**src/pkg/lp_clock_pkg.sv**
```systemverilog
// Overview of operation
// six main-oscillator processor/peripheral clock modes
// doubler halves every selected divider; the 32 kHz divider is not halved
// 32 kHz clock undivided or /2,/4,/8,/16
// short selects only below full speed
// separate short-select enables for reads, writes
// short select two oscillator clocks, at end
// read data captured at second-state end
// wait states go between the two states
// 32 kHz short select lasts one period
// self-timed select asserts for chosen short time
// reset/watchdog status field, cleared by read
// force bit pends periodic interrupt, reads zero
// periodic interrupt priority field, 00 disables
// clock-select field chooses the clock mode
// 32 kHz divider field codes 000, 100-111
// power-save read bit selects short reads
// power-save write bit selects short writes
// self-timed width field, 296 to 109 ns
// mode changes never glitch clock enables
package lp_clock_pkg;
    // register indices; byte address is four times the index
    localparam logic [7:0] IDX_GLOBAL_CONTROL_STATUS = 8'h00;
    localparam logic [7:0] IDX_POWER_SAVE_CONTROL = 8'h0D;
    localparam logic [7:0] IDX_CLOCK_DOUBLER = 8'h0F;
    localparam logic [7:0] IDX_IRQ_STATUS = 8'h10;
    localparam logic [7:0] IDX_IRQ_MASK = 8'h11;
    // global_control_status fields
    localparam int GCS_STAT_LSB = 6;
    localparam int GCS_FORCE_BIT = 5;
    localparam int GCS_SEL_LSB = 2;
    localparam int GCS_PRIO_LSB = 0;
    localparam logic [1:0] STAT_NONE = 2'h0;
    localparam logic [1:0] STAT_WATCHDOG = 2'h1;
    localparam logic [1:0] STAT_RESET = 2'h3;
    localparam logic [2:0] SEL_RESET = 3'h0;
    localparam logic [1:0] PRIO_RESET = 2'h0;
    // clock-select codes
    localparam logic [2:0] SEL_CPU8_PER8 = 3'h0;
    localparam logic [2:0] SEL_CPU8_PER1 = 3'h1;
    localparam logic [2:0] SEL_FULL = 3'h2;
    localparam logic [2:0] SEL_DIV2 = 3'h3;
    localparam logic [2:0] SEL_SLOW_OSC_ON = 3'h4;
    localparam logic [2:0] SEL_SLOW_OSC_OFF = 3'h5;
    localparam logic [2:0] SEL_DIV4 = 3'h6;
    localparam logic [2:0] SEL_DIV6 = 3'h7;
    // power_save_control fields
    localparam int PSC_SELFT_LSB = 5;
    localparam int PSC_SHORT_RD_BIT = 4;
    localparam int PSC_SHORT_WR_BIT = 3;
    localparam int PSC_DIV32_LSB = 0;
    localparam logic [7:0] PSC_RESET = 8'h00;
    localparam logic [3:0] DBL_RESET = 4'h0;
    localparam logic [2:0] IRQ_RESET = 3'h0;
    // interrupt status bits
    localparam int IRQ_WATCHDOG = 0;
    localparam int IRQ_PERIODIC = 1;
    localparam int IRQ_BUS_DONE = 2;
    // timing: the clock runs at twice the main oscillator
    localparam int CLK_MHZ = 40;
    localparam int CLKS_PER_OSC = 2;
    localparam int SHORT_CS_OSC_CLOCKS = 2;
    localparam logic [4:0] SHORT_CS_TICKS = 5'(SHORT_CS_OSC_CLOCKS * CLKS_PER_OSC);
    localparam logic [4:0] SLOW_CS_TICKS = 5'h01;
    localparam int SELFT_NS_100 = 296;
    localparam int SELFT_NS_101 = 234;
    localparam int SELFT_NS_110 = 171;
    localparam int SELFT_NS_111 = 109;
    localparam logic [3:0] SELFT_CYC_100 = 4'((SELFT_NS_100 * CLK_MHZ + 999) / 1000);
    localparam logic [3:0] SELFT_CYC_101 = 4'((SELFT_NS_101 * CLK_MHZ + 999) / 1000);
    localparam logic [3:0] SELFT_CYC_110 = 4'((SELFT_NS_110 * CLK_MHZ + 999) / 1000);
    localparam logic [3:0] SELFT_CYC_111 = 4'((SELFT_NS_111 * CLK_MHZ + 999) / 1000);
    // bus transaction states
    typedef enum logic [3:0] {
        ST_IDLE = 4'h1,
        ST_FIRST = 4'h2,
        ST_WAIT = 4'h4,
        ST_SECOND = 4'h8
    } bus_state_t;
endpackage

```
**src/rtl/clk_period_divider.sv**
```systemverilog
`timescale 1ns/10ps
`default_nettype none
module clk_period_divider
    import lp_clock_pkg::*;
(
    // clock and reset
    input wire logic i_clk,
    input wire logic i_rst_b,
    // source ticks and divisor
    input wire logic i_tick,
    input wire logic [4:0] i_div,
    // period outputs
    output logic o_pulse,
    output logic [4:0] o_left
);
    logic [4:0] cnt_reg;
    logic [4:0] cnt_next;

    // a new divisor is taken only when a period ends
    always_comb begin
        cnt_next = cnt_reg;
        if (i_tick) begin
            if (cnt_reg <= 5'h01) begin
                cnt_next = (i_div == 5'h00) ? 5'h01 : i_div;
            end else begin
                cnt_next = cnt_reg - 5'h01;
            end
        end
    end

    always_ff @(posedge i_clk or negedge i_rst_b) begin
        if (!i_rst_b) begin
            cnt_reg <= 5'h01;
        end else begin
            cnt_reg <= cnt_next;
        end
    end

    assign o_pulse = i_tick && (cnt_reg <= 5'h01);
    assign o_left = cnt_reg;
endmodule
`default_nettype wire

```
**src/rtl/lp_clock_ctrl.sv**
```systemverilog
`timescale 1ns/10ps
`default_nettype none
module lp_clock_ctrl
    import lp_clock_pkg::*;
(
    // clock and reset
    input wire logic I_CLK,
    input wire logic I_RST_B,
    // ahb-lite slave
    input wire logic I_HSEL,
    input wire logic [31:0] I_HADDR,
    input wire logic [1:0] I_HTRANS,
    input wire logic I_HWRITE,
    input wire logic [2:0] I_HSIZE,
    input wire logic [31:0] I_HWDATA,
    input wire logic I_HREADY,
    output logic [31:0] O_HRDATA,
    output logic O_HREADYOUT,
    output logic O_HRESP,
    // slow clock and system events
    input wire logic I_CLK32K,
    input wire logic I_WDT_TIMEOUT,
    input wire logic I_PERIODIC_TICK,
    input wire logic I_PERIODIC_ACK,
    // processor bus requests
    input wire logic I_BUS_REQ,
    input wire logic I_BUS_WRITE,
    input wire logic I_BUS_WAIT,
    input wire logic [7:0] I_MEM_RDATA,
    // clock enables
    output logic O_CPU_CLK_EN,
    output logic O_PERI_CLK_EN,
    output logic O_MAIN_OSC_EN,
    // memory strobe and read data
    output logic O_CS_B,
    output logic O_READ_STROBE,
    output logic [7:0] O_RDATA,
    output logic O_BUS_DONE,
    // interrupts
    output logic O_PERIODIC_REQ,
    output logic [1:0] O_PERIODIC_PRIO,
    output logic O_IRQ
);
    // main divisor in clock ticks, halved by the doubler
    function automatic logic [4:0] main_div(input logic [2:0] sel, input logic dbl,
                                            input logic peri);
        logic [4:0] osc_div;
        osc_div = 5'h08;
        case (sel)
            SEL_FULL: osc_div = 5'h01;
            SEL_DIV2: osc_div = 5'h02;
            SEL_DIV4: osc_div = 5'h04;
            SEL_DIV6: osc_div = 5'h06;
            SEL_CPU8_PER1: osc_div = peri ? 5'h01 : 5'h08;
            default: osc_div = 5'h08;
        endcase
        return dbl ? osc_div : 5'(osc_div << 1);
    endfunction

    // 32 kHz divider codes; reserved codes run undivided
    function automatic logic [4:0] slow_div(input logic [2:0] code);
        logic [4:0] d;
        d = 5'h01;
        case (code)
            3'h4: d = 5'h02;
            3'h5: d = 5'h04;
            3'h6: d = 5'h08;
            3'h7: d = 5'h10;
            default: d = 5'h01;
        endcase
        return d;
    endfunction

    // registers
    logic [1:0] stat_reg, stat_next;
    logic [2:0] sel_reg, sel_next;
    logic [1:0] prio_reg, prio_next;
    logic [7:0] psc_reg, psc_next;
    logic [3:0] dbl_reg, dbl_next;
    logic [2:0] irq_stat_reg, irq_stat_next;
    logic [2:0] irq_mask_reg, irq_mask_next;
    logic pend_reg, pend_next;
    // bus slave
    logic wr_pend_reg, wr_pend_next;
    logic [7:0] wr_idx_reg, wr_idx_next;
    logic [31:0] rdata_reg, rdata_next;
    // clocks and transaction
    logic clk32_d_reg;
    bus_state_t state_reg, state_next;
    logic tx_write_reg, tx_write_next;
    logic cs_b_reg, cs_b_next;
    logic [3:0] st_cnt_reg, st_cnt_next;
    logic st_fired_reg, st_fired_next;
    logic rd_strobe_reg, rd_strobe_next;
    logic done_reg, done_next;
    logic [7:0] mem_data_reg, mem_data_next;

    logic addr_ok, rd_acc, wr_acc;
    logic [7:0] acc_idx;
    logic slow_mode, cpu_tick, cpu_pulse, peri_pulse;
    logic [4:0] cpu_div, peri_div, cpu_left;
    logic [4:0] left_next;
    logic short_sel, selft_sel, in_tx;
    logic [3:0] selft_len;
    logic [2:0] irq_events;
    logic force_wr;

    assign addr_ok = I_HSEL && I_HTRANS[1] && I_HREADY;
    assign acc_idx = I_HADDR[9:2];
    assign rd_acc = addr_ok && !I_HWRITE && (I_HADDR[31:10] == 22'h000000);
    assign wr_acc = addr_ok && I_HWRITE && (I_HADDR[31:10] == 22'h000000);

    // clock enables; 32 kHz modes count slow clock edges
    assign slow_mode = (sel_reg == SEL_SLOW_OSC_ON) || (sel_reg == SEL_SLOW_OSC_OFF);
    assign cpu_tick = slow_mode ? (I_CLK32K && !clk32_d_reg) : 1'b1;
    assign cpu_div = slow_mode ? slow_div(psc_reg[PSC_DIV32_LSB +: 3])
                               : main_div(sel_reg, dbl_reg != 4'h0, 1'b0);
    assign peri_div = slow_mode ? cpu_div : main_div(sel_reg, dbl_reg != 4'h0, 1'b1);

    clk_period_divider u_cpu_div (
        .i_clk(I_CLK),
        .i_rst_b(I_RST_B),
        .i_tick(cpu_tick),
        .i_div(cpu_div),
        .o_pulse(cpu_pulse),
        .o_left(cpu_left)
    );

    clk_period_divider u_peri_div (
        .i_clk(I_CLK),
        .i_rst_b(I_RST_B),
        .i_tick(cpu_tick),
        .i_div(peri_div),
        .o_pulse(peri_pulse),
        .o_left()
    );

    // strobe shaping choices
    assign short_sel = (sel_reg != SEL_FULL) &&
        (tx_write_next ? psc_reg[PSC_SHORT_WR_BIT] : psc_reg[PSC_SHORT_RD_BIT]);
    assign selft_sel = slow_mode && psc_reg[PSC_SELFT_LSB + 2];
    assign in_tx = (state_reg != ST_IDLE);
    // ticks left in the processor period during the next cycle
    assign left_next = cpu_pulse ? cpu_div : (cpu_tick ? cpu_left - 5'h01 : cpu_left);

    always_comb begin
        case (psc_reg[PSC_SELFT_LSB +: 2])
            2'h0: selft_len = SELFT_CYC_100;
            2'h1: selft_len = SELFT_CYC_101;
            2'h2: selft_len = SELFT_CYC_110;
            default: selft_len = SELFT_CYC_111;
        endcase
    end

    // bus transaction sequencer
    always_comb begin
        state_next = state_reg;
        tx_write_next = tx_write_reg;
        rd_strobe_next = 1'b0;
        done_next = 1'b0;
        mem_data_next = mem_data_reg;
        if (cpu_pulse) begin
            case (state_reg)
                ST_IDLE: begin
                    if (I_BUS_REQ) begin
                        state_next = ST_FIRST;
                        tx_write_next = I_BUS_WRITE;
                    end
                end
                ST_FIRST: state_next = I_BUS_WAIT ? ST_WAIT : ST_SECOND;
                ST_WAIT: state_next = I_BUS_WAIT ? ST_WAIT : ST_SECOND;
                ST_SECOND: begin
                    state_next = ST_IDLE;
                    done_next = 1'b1;
                    if (!tx_write_reg) begin
                        mem_data_next = I_MEM_RDATA;
                        rd_strobe_next = 1'b1;
                    end
                end
                default: state_next = ST_IDLE;
            endcase
        end
    end

    // chip select: normal, short at the end, or self-timed
    always_comb begin
        st_cnt_next = (st_cnt_reg != 4'h0) ? st_cnt_reg - 4'h1 : 4'h0;
        st_fired_next = in_tx ? st_fired_reg : 1'b0;
        if (selft_sel && state_reg == ST_SECOND && cpu_left == SLOW_CS_TICKS && !st_fired_reg) begin
            st_cnt_next = selft_len;
            st_fired_next = 1'b1;
        end
        // decided from the next state, so the registered strobe has no lag
        if (state_next == ST_IDLE) begin
            cs_b_next = 1'b1;
        end else if (selft_sel) begin
            cs_b_next = (st_cnt_reg == 4'h0);
        end else if (short_sel) begin
            cs_b_next = !((state_next == ST_SECOND) &&
                (left_next <= (slow_mode ? SLOW_CS_TICKS : SHORT_CS_TICKS)));
        end else begin
            cs_b_next = 1'b0;
        end
    end

    // register writes, read side effects and events
    assign force_wr = wr_pend_reg && (wr_idx_reg == IDX_GLOBAL_CONTROL_STATUS) &&
                      I_HWDATA[GCS_FORCE_BIT];
    assign irq_events = {done_next, force_wr || I_PERIODIC_TICK, I_WDT_TIMEOUT};

    always_comb begin
        sel_next = sel_reg;
        prio_next = prio_reg;
        psc_next = psc_reg;
        dbl_next = dbl_reg;
        irq_mask_next = irq_mask_reg;
        irq_stat_next = irq_stat_reg;
        stat_next = stat_reg;
        if (wr_pend_reg) begin
            case (wr_idx_reg)
                IDX_GLOBAL_CONTROL_STATUS: begin
                    sel_next = I_HWDATA[GCS_SEL_LSB +: 3];
                    prio_next = I_HWDATA[GCS_PRIO_LSB +: 2];
                end
                IDX_POWER_SAVE_CONTROL: psc_next = I_HWDATA[7:0];
                IDX_CLOCK_DOUBLER: dbl_next = I_HWDATA[3:0];
                IDX_IRQ_STATUS: irq_stat_next = irq_stat_reg & ~I_HWDATA[2:0];
                IDX_IRQ_MASK: irq_mask_next = I_HWDATA[2:0];
                default: ;
            endcase
        end
        irq_stat_next = irq_stat_next | irq_events;
        // a read clears the field, but a same-cycle timeout still lands unless the field held STAT_RESET
        if (rd_acc && acc_idx == IDX_GLOBAL_CONTROL_STATUS) begin
            stat_next = STAT_NONE;
        end
        if (I_WDT_TIMEOUT && stat_reg != STAT_RESET) begin
            stat_next = STAT_WATCHDOG;
        end
        pend_next = force_wr || I_PERIODIC_TICK || (pend_reg && !I_PERIODIC_ACK);
    end

    // ahb-lite slave: zero wait states, read data latched at address phase
    always_comb begin
        wr_pend_next = wr_acc;
        wr_idx_next = wr_acc ? acc_idx : wr_idx_reg;
        rdata_next = rdata_reg;
        if (rd_acc) begin
            case (acc_idx)
                IDX_GLOBAL_CONTROL_STATUS: rdata_next = {24'h000000, stat_reg, 1'b0,
                                                         sel_reg, prio_reg};
                IDX_POWER_SAVE_CONTROL: rdata_next = {24'h000000, psc_reg};
                IDX_CLOCK_DOUBLER: rdata_next = {28'h0000000, dbl_reg};
                IDX_IRQ_STATUS: rdata_next = {29'h00000000, irq_stat_reg};
                IDX_IRQ_MASK: rdata_next = {29'h00000000, irq_mask_reg};
                default: rdata_next = 32'h00000000;
            endcase
        end
    end

    always_ff @(posedge I_CLK or negedge I_RST_B) begin
        if (!I_RST_B) begin
            stat_reg <= STAT_RESET;
            sel_reg <= SEL_RESET;
            prio_reg <= PRIO_RESET;
            psc_reg <= PSC_RESET;
            dbl_reg <= DBL_RESET;
            irq_stat_reg <= IRQ_RESET;
            irq_mask_reg <= IRQ_RESET;
            pend_reg <= 1'b0;
            wr_pend_reg <= 1'b0;
            wr_idx_reg <= 8'h00;
            rdata_reg <= 32'h00000000;
            clk32_d_reg <= 1'b0;
            state_reg <= ST_IDLE;
            tx_write_reg <= 1'b0;
            cs_b_reg <= 1'b1;
            st_cnt_reg <= 4'h0;
            st_fired_reg <= 1'b0;
            rd_strobe_reg <= 1'b0;
            done_reg <= 1'b0;
            mem_data_reg <= 8'h00;
        end else begin
            stat_reg <= stat_next;
            sel_reg <= sel_next;
            prio_reg <= prio_next;
            psc_reg <= psc_next;
            dbl_reg <= dbl_next;
            irq_stat_reg <= irq_stat_next;
            irq_mask_reg <= irq_mask_next;
            pend_reg <= pend_next;
            wr_pend_reg <= wr_pend_next;
            wr_idx_reg <= wr_idx_next;
            rdata_reg <= rdata_next;
            clk32_d_reg <= I_CLK32K;
            state_reg <= state_next;
            tx_write_reg <= tx_write_next;
            cs_b_reg <= cs_b_next;
            st_cnt_reg <= st_cnt_next;
            st_fired_reg <= st_fired_next;
            rd_strobe_reg <= rd_strobe_next;
            done_reg <= done_next;
            mem_data_reg <= mem_data_next;
        end
    end

    assign O_HRDATA = rdata_reg;
    assign O_HREADYOUT = 1'b1;
    assign O_HRESP = 1'b0;
    assign O_CPU_CLK_EN = cpu_pulse;
    assign O_PERI_CLK_EN = peri_pulse;
    assign O_MAIN_OSC_EN = (sel_reg != SEL_SLOW_OSC_OFF);
    assign O_CS_B = cs_b_reg;
    assign O_READ_STROBE = rd_strobe_reg;
    assign O_RDATA = mem_data_reg;
    assign O_BUS_DONE = done_reg;
    assign O_PERIODIC_REQ = pend_reg && (prio_reg != 2'h0);
    assign O_PERIODIC_PRIO = prio_reg;
    assign O_IRQ = |(irq_stat_reg & irq_mask_reg);
endmodule
`default_nettype wire

```
**config.mk**
```make
export PLATFORM = sky130hd
export DESIGN_NAME = lp_clock_ctrl
export DESIGN_NICKNAME = d
export VERILOG_FILES = /design/src/pkg/lp_clock_pkg.sv /design/src/rtl/clk_period_divider.sv /design/src/rtl/lp_clock_ctrl.sv
export SDC_FILE = /design/constraint.sdc
export NUM_CORES = 1
export LEC_CHECK = 0
export ABC_AREA = 1
export BUFFER_PORTS_ARGS = -buffer_cell sky130_fd_sc_hd__buf_2
export CAP_MARGIN = 20
export CORE_AREA = 3 3 108 89
export DETAILED_ROUTE_END_ITERATION = 10
export DIE_AREA = 0 0 111 92
export PLACE_DENSITY = 0.87
export SLEW_MARGIN = 30
export SYNTH_ARGS = -nofsm -noshare
export SYNTH_HDL_FRONTEND = slang
export SYNTH_SLANG_ARGS = --single-unit
```
**constraint.sdc**
```tcl
create_clock -name I_CLK -period 3.1 [get_ports I_CLK]
set_input_delay 0.465 -clock I_CLK [delete_from_list [all_inputs] [get_ports I_CLK]]
set_output_delay 0.465 -clock I_CLK [all_outputs]
set_load 0.01 [all_outputs]
```
==> metrics.txt, run 1 <==
Most common cell on crit path nor2_1; Mapped Cells 576; Die X 111 um; max frequency 0.389 GHz; minimum clock period 2.57 ns; CTS Hold Bufs 0; Top delay family on crit path simple AND/OR/NAND/NOR gates; IO Port Bufs 84; residual DRC count 0; final wirelength 10.7 mm; antenna-violating nets left 0; Clock Latency Late Sink 0.35 ns; root cell of the clock tree clkbuf_8; die area 10,200 um2; Critical Path Max Stage Delay 0.59 ns; CTS max path bufs 2; setup bufs post-CTS 0; total grt overflow 0; vias 4,108; Critical Path RT 3.39 ns; Final nets 764; Max Cap Viol 0; Hold WS 0.171 ns; Worst Skew 0.0130 ns; first-pass GRT wire length 17.8 mm; endpoints failing setup 0; CP cell instances ha_1 > o21bai_1 > nand3_4 > nor2_1 > a31oi_1 > ha_1 > inv_1 > nor2_1 > o21ai_0 > nand3_1 > nor2_1 > nand4_1 > nand2_1 > nand2_1; Ports 141; largest net degree at the start of global routing 44; register area share after synthesis 0.433; fin crit share 0.829; multi-input logic area 1990 um2; Final Cell Area 5010 um2; vias in the first global route 3,830; crit end category flip-flop; critical path class reg2reg; hold crit path type in2async; Final Slew Violations 0; CTS tree yes; GPL Wtd Cong 0.938; TritonRoute pass-1 iters 7; P_leak 2.81 nW; peak supply drop 0.000226 V; kind of launch point of the worst setup path flip-flop; unrepaired setup endpoints after global routing no; Max H-tree Level 3; Core ar. 8520 um2; actual slew at the worst max-slew pin 0.751 ns; Seq cells post-synth 75; DIE HEIGHT 92 um; # diodes 0; Clock transition at path regs 0.08 ns; Initial Util 0.510; CP Buf/Inv Count 1; Rows 30; Detailed Route Iter0 Violations 349; Post-Syn Area 4350 um2; CP Max Fanout 15; Netlist cell types 41; Detailed Place HPWL 8.17 mm; initial antenna violation count 0; Placement Cell Area 4780 um2; Syn Area/Cell 7.55 um2; share of cells above drive strength 1 0.193; Critical Path Slowest Stage Cell dfstp_2; area grow syn2layout 15.3%; Fin. Hold Viols 0; register area 1880 um2; WL per Instance 13.8 um; clock sinks 75; Post-CTS Resized 0; status completed; GRT Total Usage 0.211; crit path DAT 2.86 ns; Vias/cell 5.27; setup TNS 0 ns; clock buffers created by TritonCTS 9; Synth Warn # 0; Power per Cell Area 412 nW/um2; worst relative slew slack 0.499; filler cell count in the final layout 714
where the power goes:
part           switching (mW)  internal (mW)
clock network           0.368          0.531
logic                   0.106         0.0564
registers              0.0100          0.992
total                   0.484           1.58
through the flow:
stage                      util  setup WS [ns]  std cells  total power [mW]
after CTS                 0.588          0.534        780              2.07
after global placement    0.561          0.601        765              1.17
after global routing      0.588          0.419        780              2.15
after detailed placement  0.561          0.530        765              1.18
final                     0.588          0.529        780              2.06
after floorplan               -          0.803        600              1.12
cells in the mapped netlist:
cell	count	share of area
o311ai_1	1	0.0020
nor4_1	5	0.0072
or2_2	1	0.0014
nor3_1	10	0.012
o211ai_1	2	0.0035
nor2_2	2	0.0029
nor4_4	1	0.0049
ha_1	11	0.032
nand2_2	1	0.0014
a21oi_1	10	0.012
clkbuf_1	3	0.0026
dfstp_2	6	0.036
or2_1	5	0.0072
nor2_1	57	0.049
nand4_1	7	0.010
nand3_4	1	0.0040
inv_1	76	0.066
o22ai_1	5	0.0072
o21ai_1	21	0.024
buf_6	2	0.0052
nor2_8	1	0.0046
nand2_4	2	0.0052
dfrtp_1	69	0.40
nor3_4	1	0.0037
o21a_1	1	0.0017
o21bai_1	4	0.0069
inv_2	10	0.0086
a31oi_1	2	0.0029
nand2_1	151	0.13
buf_4	27	0.047
o21ai_0	33	0.038
xor2_1	2	0.0040
o32ai_1	1	0.0020
a211oi_1	2	0.0035
o221ai_1	1	0.0020
o311a_1	1	0.0023
nand3_2	1	0.0023
nand3_1	35	0.040
o21ai_2	1	0.0020
nor3_2	2	0.0046
conb_1	2	0.0017
logic make-up after synthesis:
family	synth area share
simple gates	0.291
buf+inv	0.129
compound gates	0.110
flops	0.433
fa+ha+maj	0.0317
xor+xnor	0.00403
other cells	0.00173
worst paths after layout:
| check | from | cells past startpoint | endpoint | slack, ns |
|---|---|---|---|---|
| worst max-delay path | u_cpu_div.o_left[0] | 14 | O_CS_B | 0.53 |
| worst min-delay path | I_RST_B | 1 | O_HRDATA[4] | 0.17 |
| worst max register to register | u_cpu_div.o_left[0] | 14 | O_CS_B | 0.53 |
| worst min register to register | stat_reg[0] | 2 | stat_reg[0] | 0.47 |
| max in group asynchronous | I_RST_B | 2 | u_cpu_div.o_left[0] | 2.19 |
| min in group I_CLK | I_CLK32K | 1 | clk32_d_reg | 0.23 |
per-layer routing:
layer | share of wire | track usage | wire, um | vias to the layer above
li1 | - | - | - | 1970
met1 | 0.44 | 0.278 | 4780 | 1915
met2 | 0.46 | 0.340 | 4920 | 200
met3 | 0.081 | 0.0541 | 867 | 23
met4 | 0.016 | 0.0697 | 176 | 0
met5 | 0 | 0 | 0 | -
worst reg2reg max path, stage by stage (launching register included):
cell and delay, ns:
dfstp_2 0.59, ha_1 0.20, o21bai_1 0.18, nand3_4 0.23
nor2_1 0.20, a31oi_1 0.06, ha_1 0.32, inv_1 0.06
nor2_1 0.03, o21ai_0 0.19, nand3_1 0.10, nor2_1 0.10
nand4_1 0.12, nand2_1 0.09, nand2_1 0.05
cell type report:
type                            count  share of cell area
Multi-Input combinational cell    407               0.398
Clock buffer                       10              0.0255
Clock inverter                      5              0.0207
Tap cell                          112              0.0280
Sequential cell                    75               0.376
Inverter                           86              0.0644
Timing Repair Buffer               85              0.0878
placed cells by master, fill, tap and decap left out, types with 2 or more instances in the layout:
| cell type | Yosys | routed |
|---|---|---|
| nor3_2 | 2 | 2 |
| o21ai_0 | 33 | 33 |
| o22ai_1 | 5 | 5 |
| nor2_1 | 57 | 57 |
| o211ai_1 | 2 | 2 |
| nand3_1 | 35 | 35 |
| dfrtp_1 | 69 | 69 |
| or2_1 | 5 | 5 |
| a31oi_1 | 2 | 2 |
| a21oi_1 | 10 | 10 |
| o21ai_1 | 21 | 21 |
| bufinv_16 | 0 | 3 |
| buf_2 | 0 | 84 |
| ha_1 | 11 | 11 |
| nor3_1 | 10 | 10 |
| xor2_1 | 2 | 2 |
| nand2_4 | 2 | 2 |
| nor4_1 | 5 | 5 |
| nand2_1 | 151 | 151 |
| dfstp_2 | 6 | 6 |
| conb_1 | 2 | 26 |
| inv_1 | 76 | 76 |
| nor2_2 | 2 | 2 |
| inv_2 | 10 | 10 |
| nand4_1 | 7 | 7 |
| o21bai_1 | 4 | 4 |
| a211oi_1 | 2 | 2 |
| clkbuf_8 | 0 | 9 |
Note: power is estimated with default switching activity, not from simulation.
==> run 2: changes to the inputs <==
==> constraint.sdc (replaced) <==
create_clock -name I_CLK -period 2.5 [get_ports I_CLK]
set_input_delay 0.375 -clock I_CLK [delete_from_list [all_inputs] [get_ports I_CLK]]
set_output_delay 0.375 -clock I_CLK [all_outputs]
set_load 0.01 [all_outputs]
==> run 2 against run 1 <==
  * Die area stayed put
  * Fmax is 10% higher
  * First-iteration DRC count is 21% higher
  * Global-route usage is 0.091 points higher
  * Hold slack worse by 0.13 ns
  * Sequential share of layout area is 0.20 points lower
  * Clock power is 2.8% higher
  * Register-to-register slack worse by 0.36 ns
  * Via count is 0.66% lower
  * Clock skew is 0.0033 ns higher
  * Wire length is 1.4% higher
  * Critical endpoint unchanged
  * Largest cell class unchanged
  * Highest routed layer unchanged
==> metrics.txt, run 2 (same netlist as run 1, synthesis figures left out) <==
status completed; Detailed Route Iter0 Violations 421; Hold WS 0.0418 ns; clock sinks 75; worst relative slew slack 0.568; Final Slew Violations 0; CP Max Fanout 7; Ports 141; fin crit share 0.933; Flop pwr share 0.525; residual DRC count 0; Inst Count DP 771; GPL Wtd Cong 0.914; initial antenna violation count 0; IO Port Bufs 84; Detailed Place HPWL 8.45 mm; max frequency 0.429 GHz; crit end category flip-flop; switching power 0.605 mW; CTS max path bufs 2; # diodes 0; final wirelength 10.9 mm; Die X 111 um; vias in the first global route 3,913; Critical Path RT 2.79 ns; P_leak 2.83 nW; Core ar. 8520 um2; Final nets 770; TritonRoute pass-1 iters 8; total grt overflow 0; CTS tree yes; hold crit path type in2async; Critical Path Slowest Stage Cell dfstp_2; crit path DAT 2.62 ns; most frequent cells in the layout 150 x nand2_1, 84 x buf_2, 76 x inv_1, 69 x dfrtp_1, 55 x nor2_1; Power per Cell Area 470 nW/um2; CP cell instances ha_1 > o21bai_2 > nand3_4 > nor2_1 > a31oi_1 > ha_1 > inv_1 > nor2_1 > o21ai_0 > nand3_1 > nor2_1 > nand4_1 > nand2_1 > nand2_1; Final Worst Setup Slack 0.166 ns; area grow syn2layout 15.9%; actual slew at the worst max-slew pin 0.648 ns; DIE HEIGHT 92 um; Clock Latency Late Sink 0.35 ns; Critical Path Max Stage Delay 0.60 ns; first-pass GRT wire length 17.8 mm; share of cells above drive strength 1 0.207; Fin. Hold Viols 0; Rows 30; root cell of the clock tree clkbuf_8; minimum clock period 2.33 ns; die area 10,200 um2; post-layout util 0.591; Initial Util 0.510; switching share of power 0.256; GRT Total Usage 0.212; Gate power share 0.085; Clk pwr share 0.390; most common cell after layout, fill and taps aside nand2_1; largest net degree at the start of global routing 31; critical path class reg2reg; Worst Skew 0.0163 ns; Max H-tree Level 3; internal power 1.76 mW; peak supply drop 0.000229 V; vias 4,081; pre-CTS setup slack 0.156 ns; Placement Cell Area 4830 um2; kind of launch point of the worst setup path flip-flop; final non-filler cell total 787; Final Cell Area 5040 um2; setup bufs post-CTS 0; clock buffers created by TritonCTS 9; endpoints failing setup 0; antenna-violating nets left 0; Clock transition at path regs 0.08 ns; Vias/cell 5.19; Max Cap Viol 0; Most common cell on crit path nor2_1; WL per Instance 13.8 um
[run 2: changes by cell type in the layout (fill, tap and decap cells not counted), moves of 2 or more]
cell	delta
nor2_1	-2
bufinv_16	-2
nor2_2	+2
buf_4	+6
[run 2: routing by layer]
layer | vias up | global-route usage | wire length (um)
met5 | - | 0 | 0
met4 | 0 | 0.0810 | 201
met3 | 27 | 0.0462 | 938
met2 | 204 | 0.335 | 5050
met1 | 1874 | 0.286 | 4700
li1 | 1976 | - | -
[run 2: layout make-up]
class	instances	area (um2)
Clock buffer	10	128
Clock inverter	6	65.1
Fill cell	760	3480
Inverter	86	323
Multi-Input combinational cell	407	2010
Sequential cell	75	1880
Tap cell	112	140
Timing Repair Buffer	91	485
[run 2: what timing repair did]
action,in CTS,in global routing
resized for setup,0,6
setup endpoints to repair,0,1
hold buffers,0,0
[run 2: stage by stage]
stage	TNS, ns	power, mW
after floorplan	0	1.39
after global placement	0	1.46
after detailed placement	0	1.47
after CTS	0	2.39
after global routing	-0.0137	2.47
final	0	2.37
[run 2: final timing paths]
kind,depth (start not counted),endpoint,startpoint,slack (ns)
min,1,state_reg[3],I_RST_B,0.04
min in group I_CLK,1,clk32_d_reg,I_CLK32K,0.14
max,14,O_CS_B,u_cpu_div.o_left[0],0.17
min reg2reg,2,O_RDATA[5],O_RDATA[5],0.47
max in group asynchronous,2,stat_reg[1],I_RST_B,1.72
max reg2reg,14,O_CS_B,u_cpu_div.o_left[0],0.17
[run 2: critical path, delay by kind of cell (launching register included)]
kind	cells	cell delay, ns
simple gates	8	0.70
flops	1	0.60
fa+ha+maj	2	0.54
compound gates	3	0.36
buf+inv	1	0.06
[run 2: power groups by stage]
stage / Sequential [mW] / Clock (mW) / Combinational, mW
floorplan: 1.27 / 0 / 0.125
global placement: 1.27 / 0 / 0.191
detailed placement: 1.27 / 0 / 0.200
CTS: 1.24 / 0.943 / 0.201
global route: 1.24 / 0.994 / 0.230
finish: 1.24 / 0.924 / 0.202
